--- config.mk ---
export PLATFORM = sky130hd
export DESIGN_NAME = sslink_top
export DESIGN_NICKNAME = d
export VERILOG_FILES = /design/src/sslink_pkg.sv /design/src/sslink_top.sv /design/src/sslink_sync.sv /design/src/sslink_fifo.sv
export VERILOG_INCLUDE_DIRS = /design/src /design/src/src
export SDC_FILE = /design/constraint.sdc
export NUM_CORES = 1
export LEC_CHECK = 0
export BUFFER_PORTS_ARGS = -buffer_cell sky130_fd_sc_hd__buf_2
export CAP_MARGIN = 15
export CORE_ASPECT_RATIO = 0.8
export CORE_UTILIZATION = 49
export CTS_CLUSTER_DIAMETER = 200
export DETAILED_ROUTE_END_ITERATION = 12
export MAX_ROUTING_LAYER = met4
export PLACE_DENSITY = 0.79
export SLEW_MARGIN = 25
export SYNTH_ARGS = -nofsm -noshare
export SYNTH_HDL_FRONTEND = slang
export SYNTH_SLANG_ARGS = --single-unit
--- constraint.sdc ---
create_clock -name clk_i -period 4.1 [get_ports clk_i]
set_input_delay 0.41 -clock clk_i [delete_from_list [all_inputs] [get_ports clk_i]]
set_output_delay 0.41 -clock clk_i [all_outputs]
set_load 0.05 [all_outputs]
--- src/sslink_regs.svh ---
`ifndef SSLINK_REGS_SVH
`define SSLINK_REGS_SVH

// Summary of operation
// - Encoder and decoder both run the serial line at 2,400 bps with rate select low and 9,600 bps with it high.
// - After reset the encoder sleeps and sends nothing until it is woken.
// - The encoder wakes and starts a transmit sequence as soon as any switch line is sampled high.
// - Per packet the encoder captures the switch lines, adds check coding, builds the packet and shifts it out.
// - The encoder repeats packets while any switch line is high and sleeps once all are low.
// - The switch lines are resampled before each packet so every packet carries levels current at its start.
// - A started packet is always sent to the end, even if every switch line drops during it.
// - The decoder idles until a low-to-high edge on its serial input and takes that edge as a byte start.
// - The decoder checks framing and coding of a packet and drives its four outputs only if all checks pass.
// - A packet that fails any check is dropped, outputs stay unchanged, and the decoder watches for the next.
// - Decoder outputs hold until a valid packet changes them or 131 ms pass, and each valid packet restarts that time.
// - When 131 ms expire with no valid packet, all four outputs go low and the decoder returns to idle.

`define SSL_CLK_HZ        125000000
`define SSL_RATE_LO_BPS   2400
`define SSL_RATE_HI_BPS   9600
`define SSL_HOLD_MS       131
`define SSL_MS_PER_S      1000
`define SSL_NUM_LINES     4
`define SSL_BYTE_W        8
`define SSL_PKT_BYTES     2
`define SSL_FIFO_DEPTH    16
`define SSL_START_LVL     1'b1
`define SSL_STOP_LVL      1'b0
`define SSL_IDLE_LVL      1'b0
`define SSL_TMR_W         16
`define SSL_HOLD_W        24

`endif

--- src/sslink_pkg.sv ---
`include "sslink_regs.svh"

package sslink_pkg;

    typedef enum logic [1:0]
    {
        ENC_SLEEP,
        ENC_HEAD,
        ENC_COPY,
        ENC_WAIT
    } sslink_enc_state_type;

    typedef enum logic [1:0]
    {
        DEC_IDLE,
        DEC_START,
        DEC_DATA,
        DEC_STOP
    } sslink_dec_state_type;

    // Upper nibble carries the complement of the switch bits
    function automatic logic [`SSL_BYTE_W-1:0] sslink_code(input logic [`SSL_NUM_LINES-1:0] sw);
        return {~sw, sw};
    endfunction

    function automatic logic sslink_code_ok(input logic [`SSL_BYTE_W-1:0] b);
        return (b[7:4] == ~b[3:0]);
    endfunction

endpackage

--- src/sslink_top.sv ---
`include "sslink_regs.svh"

module sslink_top
    import sslink_pkg::*;
#(
    parameter int unsigned BIT_CYC_LO = `SSL_CLK_HZ / `SSL_RATE_LO_BPS,
    parameter int unsigned BIT_CYC_HI = `SSL_CLK_HZ / `SSL_RATE_HI_BPS,
    parameter int unsigned HOLD_CYC   = `SSL_HOLD_MS * (`SSL_CLK_HZ / `SSL_MS_PER_S),
    parameter int unsigned FIFO_DEPTH = `SSL_FIFO_DEPTH
)
(
    // Clock, reset, enable
    input  wire logic                      clk_i,
    input  wire logic                      rst_n_i,
    input  wire logic                      ce_i,
    // Encoder pins
    input  wire logic [`SSL_NUM_LINES-1:0] enc_switch_lines_i,
    input  wire logic                      enc_rate_sel_i,
    output logic                           enc_ser_o,
    output logic                           enc_awake_o,
    // Decoder pins
    input  wire logic                      dec_ser_i,
    input  wire logic                      dec_rate_sel_i,
    output logic      [`SSL_NUM_LINES-1:0] dec_switch_lines_o
);

    localparam int unsigned TW = `SSL_TMR_W;
    localparam int unsigned HW = `SSL_HOLD_W;
    localparam int unsigned BW = `SSL_BYTE_W;

    function automatic logic [TW-1:0] bit_cyc(input logic rate_hi);
        return rate_hi ? TW'(BIT_CYC_HI) : TW'(BIT_CYC_LO);
    endfunction

    // Reset release
    logic [1:0] rst_sync_ff;
    wire        rst_n = rst_sync_ff[1];

    always_ff @(posedge clk_i or negedge rst_n_i)
    begin
        if (!rst_n_i)
            rst_sync_ff <= 2'h0;
        else if (ce_i)
            rst_sync_ff <= {rst_sync_ff[0], 1'b1};
    end

    // Pin filtering
    logic [`SSL_NUM_LINES-1:0] sw_s;
    logic                      enc_rate_s;
    logic                      dec_rate_s;
    logic                      rx_s;

    sslink_sync #(
        .WIDTH (`SSL_NUM_LINES + 3)
    ) u_pin_sync (
        .clk_i   (clk_i),
        .rst_n_i (rst_n),
        .ce_i    (ce_i),
        .async_i ({dec_ser_i, dec_rate_sel_i, enc_rate_sel_i, enc_switch_lines_i}),
        .sync_o  ({rx_s, dec_rate_s, enc_rate_s, sw_s})
    );

    // ---- Encoder: packet builder ----
    sslink_enc_state_type      enc_ff;
    sslink_enc_state_type      nxt_enc;
    logic [`SSL_NUM_LINES-1:0] cap_ff;
    logic                      awake_ff;

    logic                      fifo_wr_ready;
    logic                      fifo_rd_valid;
    logic [BW-1:0]             fifo_rd_data;
    logic                      tx_busy_ff;

    wire any_high   = |sw_s;
    wire line_quiet = !fifo_rd_valid && !tx_busy_ff;
    wire can_start  = (enc_ff == ENC_SLEEP) || ((enc_ff == ENC_WAIT) && line_quiet);
    wire start_pkt  = can_start && any_high;
    wire fifo_wr    = (enc_ff == ENC_HEAD) || (enc_ff == ENC_COPY);
    wire [BW-1:0] fifo_wr_data = sslink_code(cap_ff);

    always_comb
    begin
        nxt_enc = enc_ff;
        case (enc_ff)
            ENC_SLEEP:
                if (start_pkt)
                    nxt_enc = ENC_HEAD;
            ENC_HEAD:
                if (fifo_wr_ready)
                    nxt_enc = ENC_COPY;
            ENC_COPY:
                if (fifo_wr_ready)
                    nxt_enc = ENC_WAIT;
            ENC_WAIT:
                if (line_quiet)
                    nxt_enc = any_high ? ENC_HEAD : ENC_SLEEP;
            default:
                nxt_enc = ENC_SLEEP;
        endcase
    end

    always_ff @(posedge clk_i or negedge rst_n)
    begin
        if (!rst_n)
        begin
            enc_ff   <= ENC_SLEEP;
            cap_ff   <= '0;
            awake_ff <= 1'b0;
        end
        else if (ce_i)
        begin
            enc_ff   <= nxt_enc;
            awake_ff <= (nxt_enc != ENC_SLEEP);
            if (start_pkt)
                cap_ff <= sw_s;
        end
    end

    // One packet's worth of slack would do; the encoder waits for the line to drain before the next packet
    sslink_fifo #(
        .WIDTH (BW),
        .DEPTH (FIFO_DEPTH)
    ) u_tx_fifo (
        .clk_i      (clk_i),
        .rst_n_i    (rst_n),
        .ce_i       (ce_i),
        .wr_valid_i (fifo_wr),
        .wr_ready_o (fifo_wr_ready),
        .wr_data_i  (fifo_wr_data),
        .rd_valid_o (fifo_rd_valid),
        .rd_ready_i (!tx_busy_ff),
        .rd_data_o  (fifo_rd_data)
    );

    // ---- Encoder: serialiser ----
    logic [BW:0]   tx_shift_ff;
    logic [3:0]    tx_left_ff;
    logic [TW-1:0] tx_tmr_ff;
    logic          tx_rate_ff;
    logic          ser_ff;

    wire tx_load = !tx_busy_ff && fifo_rd_valid;
    wire tx_tick = tx_busy_ff && (tx_tmr_ff == '0);
    wire tx_last = (tx_left_ff == 4'h0);

    always_ff @(posedge clk_i or negedge rst_n)
    begin
        if (!rst_n)
        begin
            tx_busy_ff  <= 1'b0;
            tx_shift_ff <= '0;
            tx_left_ff  <= 4'h0;
            tx_tmr_ff   <= '0;
            tx_rate_ff  <= 1'b0;
            ser_ff      <= `SSL_IDLE_LVL;
        end
        else if (ce_i)
        begin
            if (tx_load)
            begin
                tx_busy_ff  <= 1'b1;
                tx_rate_ff  <= enc_rate_s;
                tx_tmr_ff   <= bit_cyc(enc_rate_s) - 1'b1;
                tx_shift_ff <= {`SSL_STOP_LVL, fifo_rd_data};
                tx_left_ff  <= 4'(BW + 1);
                ser_ff      <= `SSL_START_LVL;
            end
            else if (tx_tick)
            begin
                tx_tmr_ff <= bit_cyc(tx_rate_ff) - 1'b1;
                if (tx_last)
                begin
                    tx_busy_ff <= 1'b0;
                    ser_ff     <= `SSL_IDLE_LVL;
                end
                else
                begin
                    ser_ff      <= tx_shift_ff[0];
                    tx_shift_ff <= {1'b0, tx_shift_ff[BW:1]};
                    tx_left_ff  <= tx_left_ff - 1'b1;
                end
            end
            else if (tx_busy_ff)
                tx_tmr_ff <= tx_tmr_ff - 1'b1;
        end
    end

    // ---- Decoder: byte receiver ----
    sslink_dec_state_type      dec_ff;
    logic                      rx_prev_ff;
    logic [TW-1:0]             rx_tmr_ff;
    logic [2:0]                rx_cnt_ff;
    logic [BW-1:0]             rx_shift_ff;
    logic                      rx_rate_ff;
    logic                      head_ok_ff;
    logic [BW-1:0]             head_byte_ff;
    logic [`SSL_NUM_LINES-1:0] out_ff;
    logic [HW-1:0]             hold_ff;

    wire rx_rise  = rx_s && !rx_prev_ff;
    wire rx_tick  = (rx_tmr_ff == '0);
    wire byte_end = (dec_ff == DEC_STOP) && rx_tick;
    wire frame_ok = (rx_s == `SSL_STOP_LVL);
    wire code_ok  = sslink_code_ok(rx_shift_ff);
    wire pkt_ok   = byte_end && frame_ok && head_ok_ff && (rx_shift_ff == head_byte_ff);
    wire hold_end = (hold_ff == HW'(1));

    always_ff @(posedge clk_i or negedge rst_n)
    begin
        if (!rst_n)
        begin
            dec_ff      <= DEC_IDLE;
            rx_prev_ff  <= 1'b0;
            rx_tmr_ff   <= '0;
            rx_cnt_ff   <= 3'h0;
            rx_shift_ff <= '0;
            rx_rate_ff  <= 1'b0;
        end
        else if (ce_i)
        begin
            rx_prev_ff <= rx_s;
            case (dec_ff)
                DEC_IDLE:
                    if (rx_rise)
                    begin
                        rx_rate_ff <= dec_rate_s;
                        rx_tmr_ff  <= (bit_cyc(dec_rate_s) >> 1) - 1'b1;
                        dec_ff     <= DEC_START;
                    end
                DEC_START:
                    if (rx_tick)
                    begin
                        rx_tmr_ff <= bit_cyc(rx_rate_ff) - 1'b1;
                        rx_cnt_ff <= 3'h0;
                        // A glitch that is gone by mid start bit is not a byte
                        dec_ff    <= (rx_s == `SSL_START_LVL) ? DEC_DATA : DEC_IDLE;
                    end
                    else
                        rx_tmr_ff <= rx_tmr_ff - 1'b1;
                DEC_DATA:
                    if (rx_tick)
                    begin
                        rx_tmr_ff   <= bit_cyc(rx_rate_ff) - 1'b1;
                        rx_shift_ff <= {rx_s, rx_shift_ff[BW-1:1]};
                        rx_cnt_ff   <= rx_cnt_ff + 1'b1;
                        if (rx_cnt_ff == 3'h7)
                            dec_ff <= DEC_STOP;
                    end
                    else
                        rx_tmr_ff <= rx_tmr_ff - 1'b1;
                DEC_STOP:
                    if (rx_tick)
                        dec_ff <= DEC_IDLE;
                    else
                        rx_tmr_ff <= rx_tmr_ff - 1'b1;
                default:
                    dec_ff <= DEC_IDLE;
            endcase
        end
    end

    // Byte pairing; a lost byte only shifts the pairing, copies are identical
    always_ff @(posedge clk_i or negedge rst_n)
    begin
        if (!rst_n)
        begin
            head_ok_ff   <= 1'b0;
            head_byte_ff <= '0;
        end
        else if (ce_i)
        begin
            if (byte_end)
            begin
                head_ok_ff   <= frame_ok && code_ok && !pkt_ok;
                head_byte_ff <= rx_shift_ff;
            end
            else if (hold_end)
                head_ok_ff <= 1'b0;
        end
    end

    // Output hold timer
    always_ff @(posedge clk_i or negedge rst_n)
    begin
        if (!rst_n)
        begin
            out_ff  <= '0;
            hold_ff <= '0;
        end
        else if (ce_i)
        begin
            if (pkt_ok)
            begin
                out_ff  <= rx_shift_ff[`SSL_NUM_LINES-1:0];
                hold_ff <= HW'(HOLD_CYC);
            end
            else if (hold_end)
            begin
                out_ff  <= '0;
                hold_ff <= '0;
            end
            else if (hold_ff != '0)
                hold_ff <= hold_ff - 1'b1;
        end
    end

    assign enc_ser_o          = ser_ff;
    assign enc_awake_o        = awake_ff;
    assign dec_switch_lines_o = out_ff;

endmodule

--- src/sslink_sync.sv ---
`include "sslink_regs.svh"

module sslink_sync
#(
    parameter int unsigned WIDTH = 1
)
(
    // Clock and reset
    input  wire logic             clk_i,
    input  wire logic             rst_n_i,
    input  wire logic             ce_i,
    // Asynchronous levels in, filtered levels out
    input  wire logic [WIDTH-1:0] async_i,
    output logic      [WIDTH-1:0] sync_o
);

    logic [WIDTH-1:0] stage1_ff;
    logic [WIDTH-1:0] stage2_ff;
    logic [WIDTH-1:0] stage3_ff;
    logic [WIDTH-1:0] out_ff;

    wire  [WIDTH-1:0] agree    = ~(stage2_ff ^ stage3_ff);
    wire  [WIDTH-1:0] nxt_out  = (stage3_ff & agree) | (out_ff & ~agree);

    always_ff @(posedge clk_i or negedge rst_n_i)
    begin
        if (!rst_n_i)
        begin
            stage1_ff <= '0;
            stage2_ff <= '0;
            stage3_ff <= '0;
            out_ff    <= '0;
        end
        else if (ce_i)
        begin
            stage1_ff <= async_i;
            stage2_ff <= stage1_ff;
            stage3_ff <= stage2_ff;
            out_ff    <= nxt_out;
        end
    end

    assign sync_o = out_ff;

endmodule

--- src/sslink_fifo.sv ---
module sslink_fifo
#(
    parameter int unsigned WIDTH = 8,
    parameter int unsigned DEPTH = 16
)
(
    // Clock and reset
    input  wire logic             clk_i,
    input  wire logic             rst_n_i,
    input  wire logic             ce_i,
    // Fill side
    input  wire logic             wr_valid_i,
    output logic                  wr_ready_o,
    input  wire logic [WIDTH-1:0] wr_data_i,
    // Drain side
    output logic                  rd_valid_o,
    input  wire logic             rd_ready_i,
    output logic      [WIDTH-1:0] rd_data_o
);

    localparam int unsigned AW = (DEPTH > 1) ? $clog2(DEPTH) : 1;

    logic [WIDTH-1:0] mem [DEPTH];
    logic [AW-1:0]    wr_ptr_ff;
    logic [AW-1:0]    rd_ptr_ff;
    logic [AW:0]      count_ff;

    wire full  = (count_ff == (AW+1)'(DEPTH));
    wire empty = (count_ff == '0);
    wire push  = wr_valid_i && !full && ce_i;
    wire pop   = rd_ready_i && !empty && ce_i;

    wire [AW-1:0] nxt_wr_ptr = (wr_ptr_ff == AW'(DEPTH - 1)) ? '0 : wr_ptr_ff + 1'b1;
    wire [AW-1:0] nxt_rd_ptr = (rd_ptr_ff == AW'(DEPTH - 1)) ? '0 : rd_ptr_ff + 1'b1;

    always_ff @(posedge clk_i)
    begin
        if (push)
            mem[wr_ptr_ff] <= wr_data_i;
    end

    always_ff @(posedge clk_i or negedge rst_n_i)
    begin
        if (!rst_n_i)
        begin
            wr_ptr_ff <= '0;
            rd_ptr_ff <= '0;
            count_ff  <= '0;
        end
        else
        begin
            if (push)
                wr_ptr_ff <= nxt_wr_ptr;
            if (pop)
                rd_ptr_ff <= nxt_rd_ptr;
            if (push && !pop)
                count_ff <= count_ff + 1'b1;
            else if (pop && !push)
                count_ff <= count_ff - 1'b1;
        end
    end

    assign wr_ready_o = !full;
    assign rd_valid_o = !empty;
    assign rd_data_o  = mem[rd_ptr_ff];

endmodule

==> out/qor.yml, run 1 <==
wire_per_inst_um: 18.87
cp_slowest_cell: "or3b_2"
portBuffers: 15
power_mw: 8.640
synth_flop_cell: "dfrtp_1"
synth_fp_nets: 1154
grt_setup_unrepaired: "no"
ys_seq_area_share_pct: 57.36
cts_buffer_depth: 3
drc: 0
slew_viol_final: 0
core_mm2: 0.02639
layout.nets: 1157
num_io_pins: 16
antenna_found_initial: 0
crit_path_start_kind: "flip-flop"
area_delta_synth_final_pct: 9.393
hp-class: "in2reg"
cts_tree: "built"
postRouteAntennaNets: 0
layout_common_cells: "dfrtp_1, edfxtp_1, nand2_1"
viasPerCell: 6.056
slew_headroom_pct: 37.76
worstSetupPathType: "reg2reg"
critPathMaxStageDelay_ns: 0.53
synth-async-reset-ratio_pct: 53.79
crit_fanout: 9
fin_worst_skew_ns: 0.02391
final_hold_viol_count: 0
maxCapViolations: 0
p_per_area_mw_per_mm2: 598.3
layout_commonest_cell: "dfrtp_1"
synth_area_per_cell_um2: 11.81
antenna_cells: 0
totalWireLength_mm: 28.27
place.gp.congestion: 0.8954
chipHeight_um: 148.8
ys_types: 81
syn_inst: 1118
fin_setup_tns_ns: 0
synth_seq_cells: 277
grt_usage_pct: 21.42
cp.required_ns: 4.57
grt_pass1_wl_mm: 45.31
timing.critical_path.buf_inv: 0
max_slew.worst_pin.slew_ns: 0.9251
critPathMostFrequentCell: "or3b_2"
numCtsBuffers: 28
whs_path_depth: 2
firstDrtPassIters: 5
min_period_over_period_pct: 76.04
insertion_delay_ns: 0.56
fmax_mhz: 320.8
ff2ff_path_depth: 10
final.min_clock_period_ns: 3.118
cts-root-buf: "clkbuf_16"
peakVddDrop_uv: 425.1
ys_warn_count: 0
clk_pin_slew_ns: 0.06
yosys.area.top_type: "edfxtp_1"
clock_sinks: 277
die_area_mm2: 0.02760
syn-cell-area_mm2: 0.01320
cp_top_family: "simple AND/OR/NAND/NOR gates"
setup_viol: 0
cts.htree.levels: 1
grt_max_degree: 90
initial_core_util_pct: 50.01
vias: 9072
fill_cells: 2189
post-route-util_pct: 54.71
grt_pass1_vias: 8506
drive_gt1_share_pct: 13.94
drt_iter0_drc: 902
num_rows: 53
path_depth: 10
overflow: 0
synth_top_area_share_pct: 29.12
hpwl_mm: 18.43
end_kind: "flip-flop"
synth_edf_count: 128
p_leak_nw: 5.419
status: "complete, no violations"
synth_area_leaders: "edfxtp_1, dfrtp_1, mux4_2"
arrival_ns: 3.59
die_w_um: 185.5
crit_chain: "or3b_2 -> nor4_2 -> nor3b_2 -> nor2_1 -> ha_1 -> or3b_2 -> a211o_1 -> nor3_1 -> xor2_1 -> a21oi_1"
==> final timing paths <==
| check | start | end | slack [ns] |
|---|---|---|---|
| max | tx_busy_ff | tx_tmr_ff[8] | 0.98 |
| min | enc_switch_lines_i[2] | u_pin_sync.stage1_ff[2] | 0.08 |
| max reg2reg | tx_busy_ff | tx_tmr_ff[8] | 0.98 |
| min reg2reg | rst_sync_ff[1] | tx_tmr_ff[5] | 0.47 |
| max in group asynchronous | rst_sync_ff[1] | hold_ff[10] | 2.68 |
| min in group asynchronous | rst_n_i | rst_sync_ff[1] | 0.18 |
==> registers in the layout (all words and copies together) (netlist names), 2 cells and up, named ones only <==
register              flops
rst_sync_ff               2
u_pin_sync.stage2_ff      7
rx_shift_ff               8
head_byte_ff              8
hold_ff                  24
rx_tmr_ff                16
tx_shift_ff               8
u_tx_fifo.mem           128
u_tx_fifo.count_ff        5
tx_tmr_ff                16
u_tx_fifo.wr_ptr_ff       4
rx_cnt_ff                 3
dec_switch_lines_o        4
u_tx_fifo.rd_ptr_ff       4
u_pin_sync.stage1_ff      7
u_pin_sync.stage3_ff      7
cap_ff                    4
tx_left_ff                4
enc_ff                    2
==> final cells by class <==
class	count	area (um^2)	share of cell area [%]
clock inverters	14	151.4	1.048
clock buffers	36	730.7	5.060
flip-flops and latches	277	7577	52.47
multi-input cells	745	5200	36.01
well taps	357	446.7	3.093
inverters	43	161.4	1.118
repair buffers	26	172.7	1.196
==> worst register-to-register path, delay by kind of cell (launching register included) <==
family / cells / cell delay (ns)
adder cells (fa/ha/maj): 1 / 0.24
AND/OR/NAND/NOR: 6 / 1.78
AO/OA/AOI/OAI: 2 / 0.38
flip-flops: 1 / 0.49
XOR/XNOR: 1 / 0.16
==> report_power, final <==
part | leakage (nW) | internal [mW] | switching, mW
registers | 2.85 | 3.57 | 0.548
logic | 2.15 | 0.913 | 1.15
clock network | 0.417 | 1.39 | 1.07
total | 5.42 | 5.87 | 2.77
==> Yosys cell counts (all sizes together) (17+ instances only) <==
cell / instances
o21ai: 88
a21oi: 75
nor2: 76
mux2: 28
nor3: 36
nand2: 111
dfrtp: 149
xnor2: 17
buf: 22
ha: 25
clkbuf: 31
nand3: 26
inv: 42
nor4: 24
mux4: 33
edfxtp: 128
and2: 19
==> timing repair <==
item	CTS	global route
hold buffers	1	0
endpoints found under the hold margin	2	0
setup buffers	0	0
resized for setup	0	0
==> layer usage <==
metal / vias to the layer above / global-route usage (%) / wire length, um
met5: - / - / 0
met4: 0 / 5.455 / 575
met3: 54 / 2.441 / 1529
met2: 326 / 31.31 / 12740
met1: 4507 / 31.91 / 13420
li1: 4185 / - / -
==> metrics by stage <==
| step | instances | hold slack (ns) | instance area (um^2) | setup slack [ns] |
|---|---|---|---|---|
| finish | 1498 | 0.08226 | 14440 | 0.9825 |
| global placement | 1447 | 0.1950 | 13550 | 1.103 |
| global route | 1498 | 0.06994 | 14440 | 0.6837 |
| floorplan | 1118 | 0.1144 | 13200 | 1.216 |
| detailed placement | 1447 | 0.1976 | 13550 | 1.009 |
| CTS | 1498 | 0.06458 | 14440 | 0.9914 |
==> kinds of logic (layout without fill, tap and decap cells) <==
kind of cell | after synthesis | in the layout | share of synthesized area, %
muxes | 64 | 64 | 8.246
AOI/OAI and AO/OA | 265 | 265 | 12.41
DFF | 277 | 277 | 57.36
xor gates and xnor gates | 25 | 25 | 1.659
adders and majority gates | 26 | 26 | 2.521
and+or+nand+nor | 365 | 365 | 14.56
buffers and inverters | 96 | 119 | 3.242
Power figures use the tool's default switching activity.
==> run 2: changes to the inputs <==
- ABC_AREA: default -> 1
- clock period: 4.1 -> 2.83 ns (I/O delays scaled with it)
==> run 2 against run 1 <==
Flip-flop and latch count stayed put. Core utilization is 1.2 points higher. Area after synthesis is 2.1% higher. Final cell count is 23% higher. Non-clock buffer count is 14 higher. Clock power is 41% higher. Clock skew is 0.00071 ns lower. Routed wire length is 5.2% higher. Power is 68% higher. Combinational power is 150% higher.
==> out/qor.yml, run 2 <==
grt_setup_unrepaired: "no"  # unchanged
critPathMostFrequentCell: "nand2_1"  # was or3b_2
final_hold_viol_count: 0  # unchanged
synth_top_area_share_pct: 28.52  # was 29.12%
totalWireLength_mm: 29.75  # was 28.27 mm
wire_per_inst_um: 16.11  # was 18.87 um
numCtsBuffers: 28  # unchanged
synth_fp_nets: 1482  # was 1154
area_delta_synth_final_pct: 10.54  # was 9.393%
crit_path_start_kind: "flip-flop"  # unchanged
fin_worst_skew_ns: 0.02320  # was 0.02391 ns
status: "complete, no violations"  # unchanged
layout_common_cells: "nand2_1, nor2_1, o21ai_0"  # was dfrtp_1, edfxtp_1, nand2_1
cts_tree: "built"  # unchanged
end_kind: "flip-flop"  # unchanged
layout.nets: 1504  # was 1157
syn_inst: 1446  # was 1118
ff2ff_setup_slack_ns: 0.22  # was 0.98 ns
cp.required_ns: 3.25  # was 4.57 ns
drc: 0  # unchanged
hpwl_mm: 19.87  # was 18.43 mm
crit_chain: "nor4_4 -> nand2_1 -> nand2_2 -> nor2_1 -> inv_1 -> ha_2 -> inv_1 -> ha_1 -> nand2_1 -> nor2_1 -> a211oi_2 -> nand2_1 -> nand2_1 -> nor2_1 -> xor2_1"  # was or3b_2 -> nor4_2 -> nor3b_2 -> nor2_1 -> ha_1 -> or3b_2 -> a211o_1 -> nor3_1 -> xor2_1 -> a21oi_1
synth.most_common_cell: "nand2_1"  # was dfrtp_1
p_per_area_mw_per_mm2: 977.2  # was 598.3 mW/mm^2
worstSetupPathType: "reg2reg"  # unchanged
clk_pin_slew_ns: 0.06  # about the same
fmax_mhz: 383.3  # was 320.8 MHz
clock_sinks: 277  # unchanged
ys_seq_area_share_pct: 56.18  # was 57.36%
viasPerCell: 5.544  # was 6.056
peakVddDrop_uv: 772.5  # was 425.1 uV
ys_warn_count: 0  # unchanged
setup_viol: 0  # unchanged
slew_headroom_pct: 36.93  # was 37.76%
min_period_over_period_pct: 92.20  # was 76.04%
final.min_clock_period_ns: 2.609  # was 3.118 ns
critPathMaxStageDelay_ns: 0.43  # was 0.53 ns
firstDrtPassIters: 5  # unchanged
whs_ns: 0.05822  # was 0.08226 ns
portBuffers: 15  # unchanged
grt_usage_pct: 22.33  # was 21.42%
post-route-util_pct: 55.89  # was 54.71%
synth_top_cells_by_count: "nand2_1, nor2_1, o21ai_0"  # was dfrtp_1, edfxtp_1, nand2_1
vias: 10240  # was 9072
regToRegStartpoint: "u_tx_fifo.count_ff[2]"  # was tx_busy_ff
largest_reg_flops: 128  # unchanged
hp-class: "in2async"  # was in2reg
drt_iter0_drc: 1006  # was 902
postRouteAntennaNets: 0  # unchanged
antenna_found_initial: 0  # unchanged
overflow: 0  # unchanged
layout_commonest_cell: "nand2_1"  # was dfrtp_1
place.gp.congestion: 0.9319  # was 0.8954
syn-cell-area_mm2: 0.01348  # was 0.01320 mm^2
synth_seq_cells: 277  # unchanged
slew_viol_final: 0  # unchanged
cts-root-buf: "clkbuf_16"  # unchanged
core_mm2: 0.02666  # was 0.02639 mm^2
arrival_ns: 3.03  # was 3.59 ns
num_io_pins: 16  # unchanged
maxCapViolations: 0  # unchanged
grt_max_degree: 71  # was 90
ys_types: 52  # was 81
max_slew.worst_pin.slew_ns: 0.9374  # was 0.9251 ns
drive_gt1_share_pct: 9.671  # was 13.94%
fill_cells: 2356  # was 2189
insertion_delay_ns: 0.55  # was 0.56 ns
synth_edf_count: 128  # unchanged
grt_pass1_wl_mm: 49.40  # was 45.31 mm
top_regs: "u_tx_fifo.mem: 128 flops, hold_ff: 24 flops"  # unchanged
cts_buffer_depth: 3  # unchanged
r2r-end: "u_tx_fifo.count_ff[4]"  # was tx_tmr_ff[8]
initial_core_util_pct: 50.56  # was 50.01%
grt_pass1_vias: 9823  # was 8506
fin_setup_tns_ns: 0  # unchanged
synth_area_per_cell_um2: 9.321  # was 11.81 um^2
synth-async-reset-ratio_pct: 53.79  # unchanged
die_area_mm2: 0.02818  # was 0.02760 mm^2
p_leak_nw: 6.186  # was 5.419 nW
crit_fanout: 4  # was 9
synth_flop_cell: "dfrtp_1"  # unchanged
num_rows: 53  # unchanged
cp_slowest_cell: "dfrtp_1"  # was or3b_2
chipHeight_um: 150.3  # was 148.8 um
antenna_cells: 0  # unchanged
yosys.area.top_type: "edfxtp_1"  # unchanged
die_w_um: 187.4  # was 185.5 um
ff2ff_path_depth: 15  # was 10
synth_area_leaders: "edfxtp_1, dfrtp_1, nand2_1"  # was edfxtp_1, dfrtp_1, mux4_2
cts.htree.levels: 1  # unchanged
largest-register: "u_tx_fifo.mem"  # unchanged
==> run 2: logic make-up after synthesis <==
| family | share of synthesized area [%] |
|---|---|
| buffers and inverters | 5.923 |
| adders and majority gates | 2.469 |
| and+or+nand+nor | 20.08 |
| xor gates and xnor gates | 2.664 |
| DFF | 56.18 |
| AOI/OAI and AO/OA | 12.68 |
==> run 2: through the flow <==
step	cells	instance area (um^2)	setup slack (ns)	power (mW)
floorplan	1446	13480	0.2728	9.543
global route	1846	14900	0.002789	15.51
finish	1846	14900	0.2208	14.56
detailed placement	1786	13930	0.2001	11.00
global placement	1786	13930	0.1809	10.80
CTS	1845	14880	0.1976	14.52
==> run 2: how the worst max path moves through the flow <==
stage	startpoint	endpoint	slack, ns	depth (start not counted)
2_1_floorplan	u_tx_fifo.count_ff[1]	u_tx_fifo.count_ff[4]	0.27	15
3_3_place_gp	u_tx_fifo.count_ff[1]	u_tx_fifo.count_ff[4]	0.18	14
3_5_place_dp	u_tx_fifo.count_ff[1]	u_tx_fifo.count_ff[4]	0.20	14
4_1_cts	u_tx_fifo.count_ff[1]	u_tx_fifo.count_ff[4]	0.20	14
5_1_grt	u_tx_fifo.count_ff[2]	u_tx_fifo.count_ff[4]	0.003	14
6_report	u_tx_fifo.count_ff[2]	u_tx_fifo.count_ff[4]	0.22	15
==> run 2: routing by layer <==
metal / share of wire [%] / wire length (um) / GRT usage [%] / vias up
met5: 0 / 0 / - / -
met2: 45 / 13340 / 34.42 / 352
met1: 46 / 13830 / 31.12 / 4896
met3: 6.6 / 1949 / 3.077 / 53
met4: 2.1 / 635 / 6.301 / 0
li1: - / - / - / 4934
==> run 2: area by class of cell <==
cell class | count | area, um^2 | share of cell area (%)
flip-flops and latches | 277 | 7577 | 50.86
multi-input cells | 971 | 5117 | 34.35
clock buffers | 40 | 797.0 | 5.350
inverters | 150 | 565.5 | 3.796
well taps | 357 | 446.7 | 2.998
repair buffers | 40 | 320.3 | 2.150
clock inverters | 11 | 73.82 | 0.4955
==> run 2: worst max-delay path: cells and delay by family (launching register included) <==
family / cells / cell delay [ns]
fa+ha+maj: 2 / 0.56
buf+inv: 2 / 0.17
xor+xnor: 1 / 0.14
compound gates: 1 / 0.20
flops: 1 / 0.43
simple gates: 9 / 0.99
==> run 2: timing repair <==
item	CTS	global route
hold buffers	8	0
resized for setup	0	3
buffers inserted	0	1
hold endpoints to repair	9	0
endpoints found under the setup margin	0	1
==> run 2: power breakdown <==
part	internal, mW	switching, mW
registers	5.19	0.797
clock network	1.96	1.52
logic	1.68	3.41
total	8.83	5.72
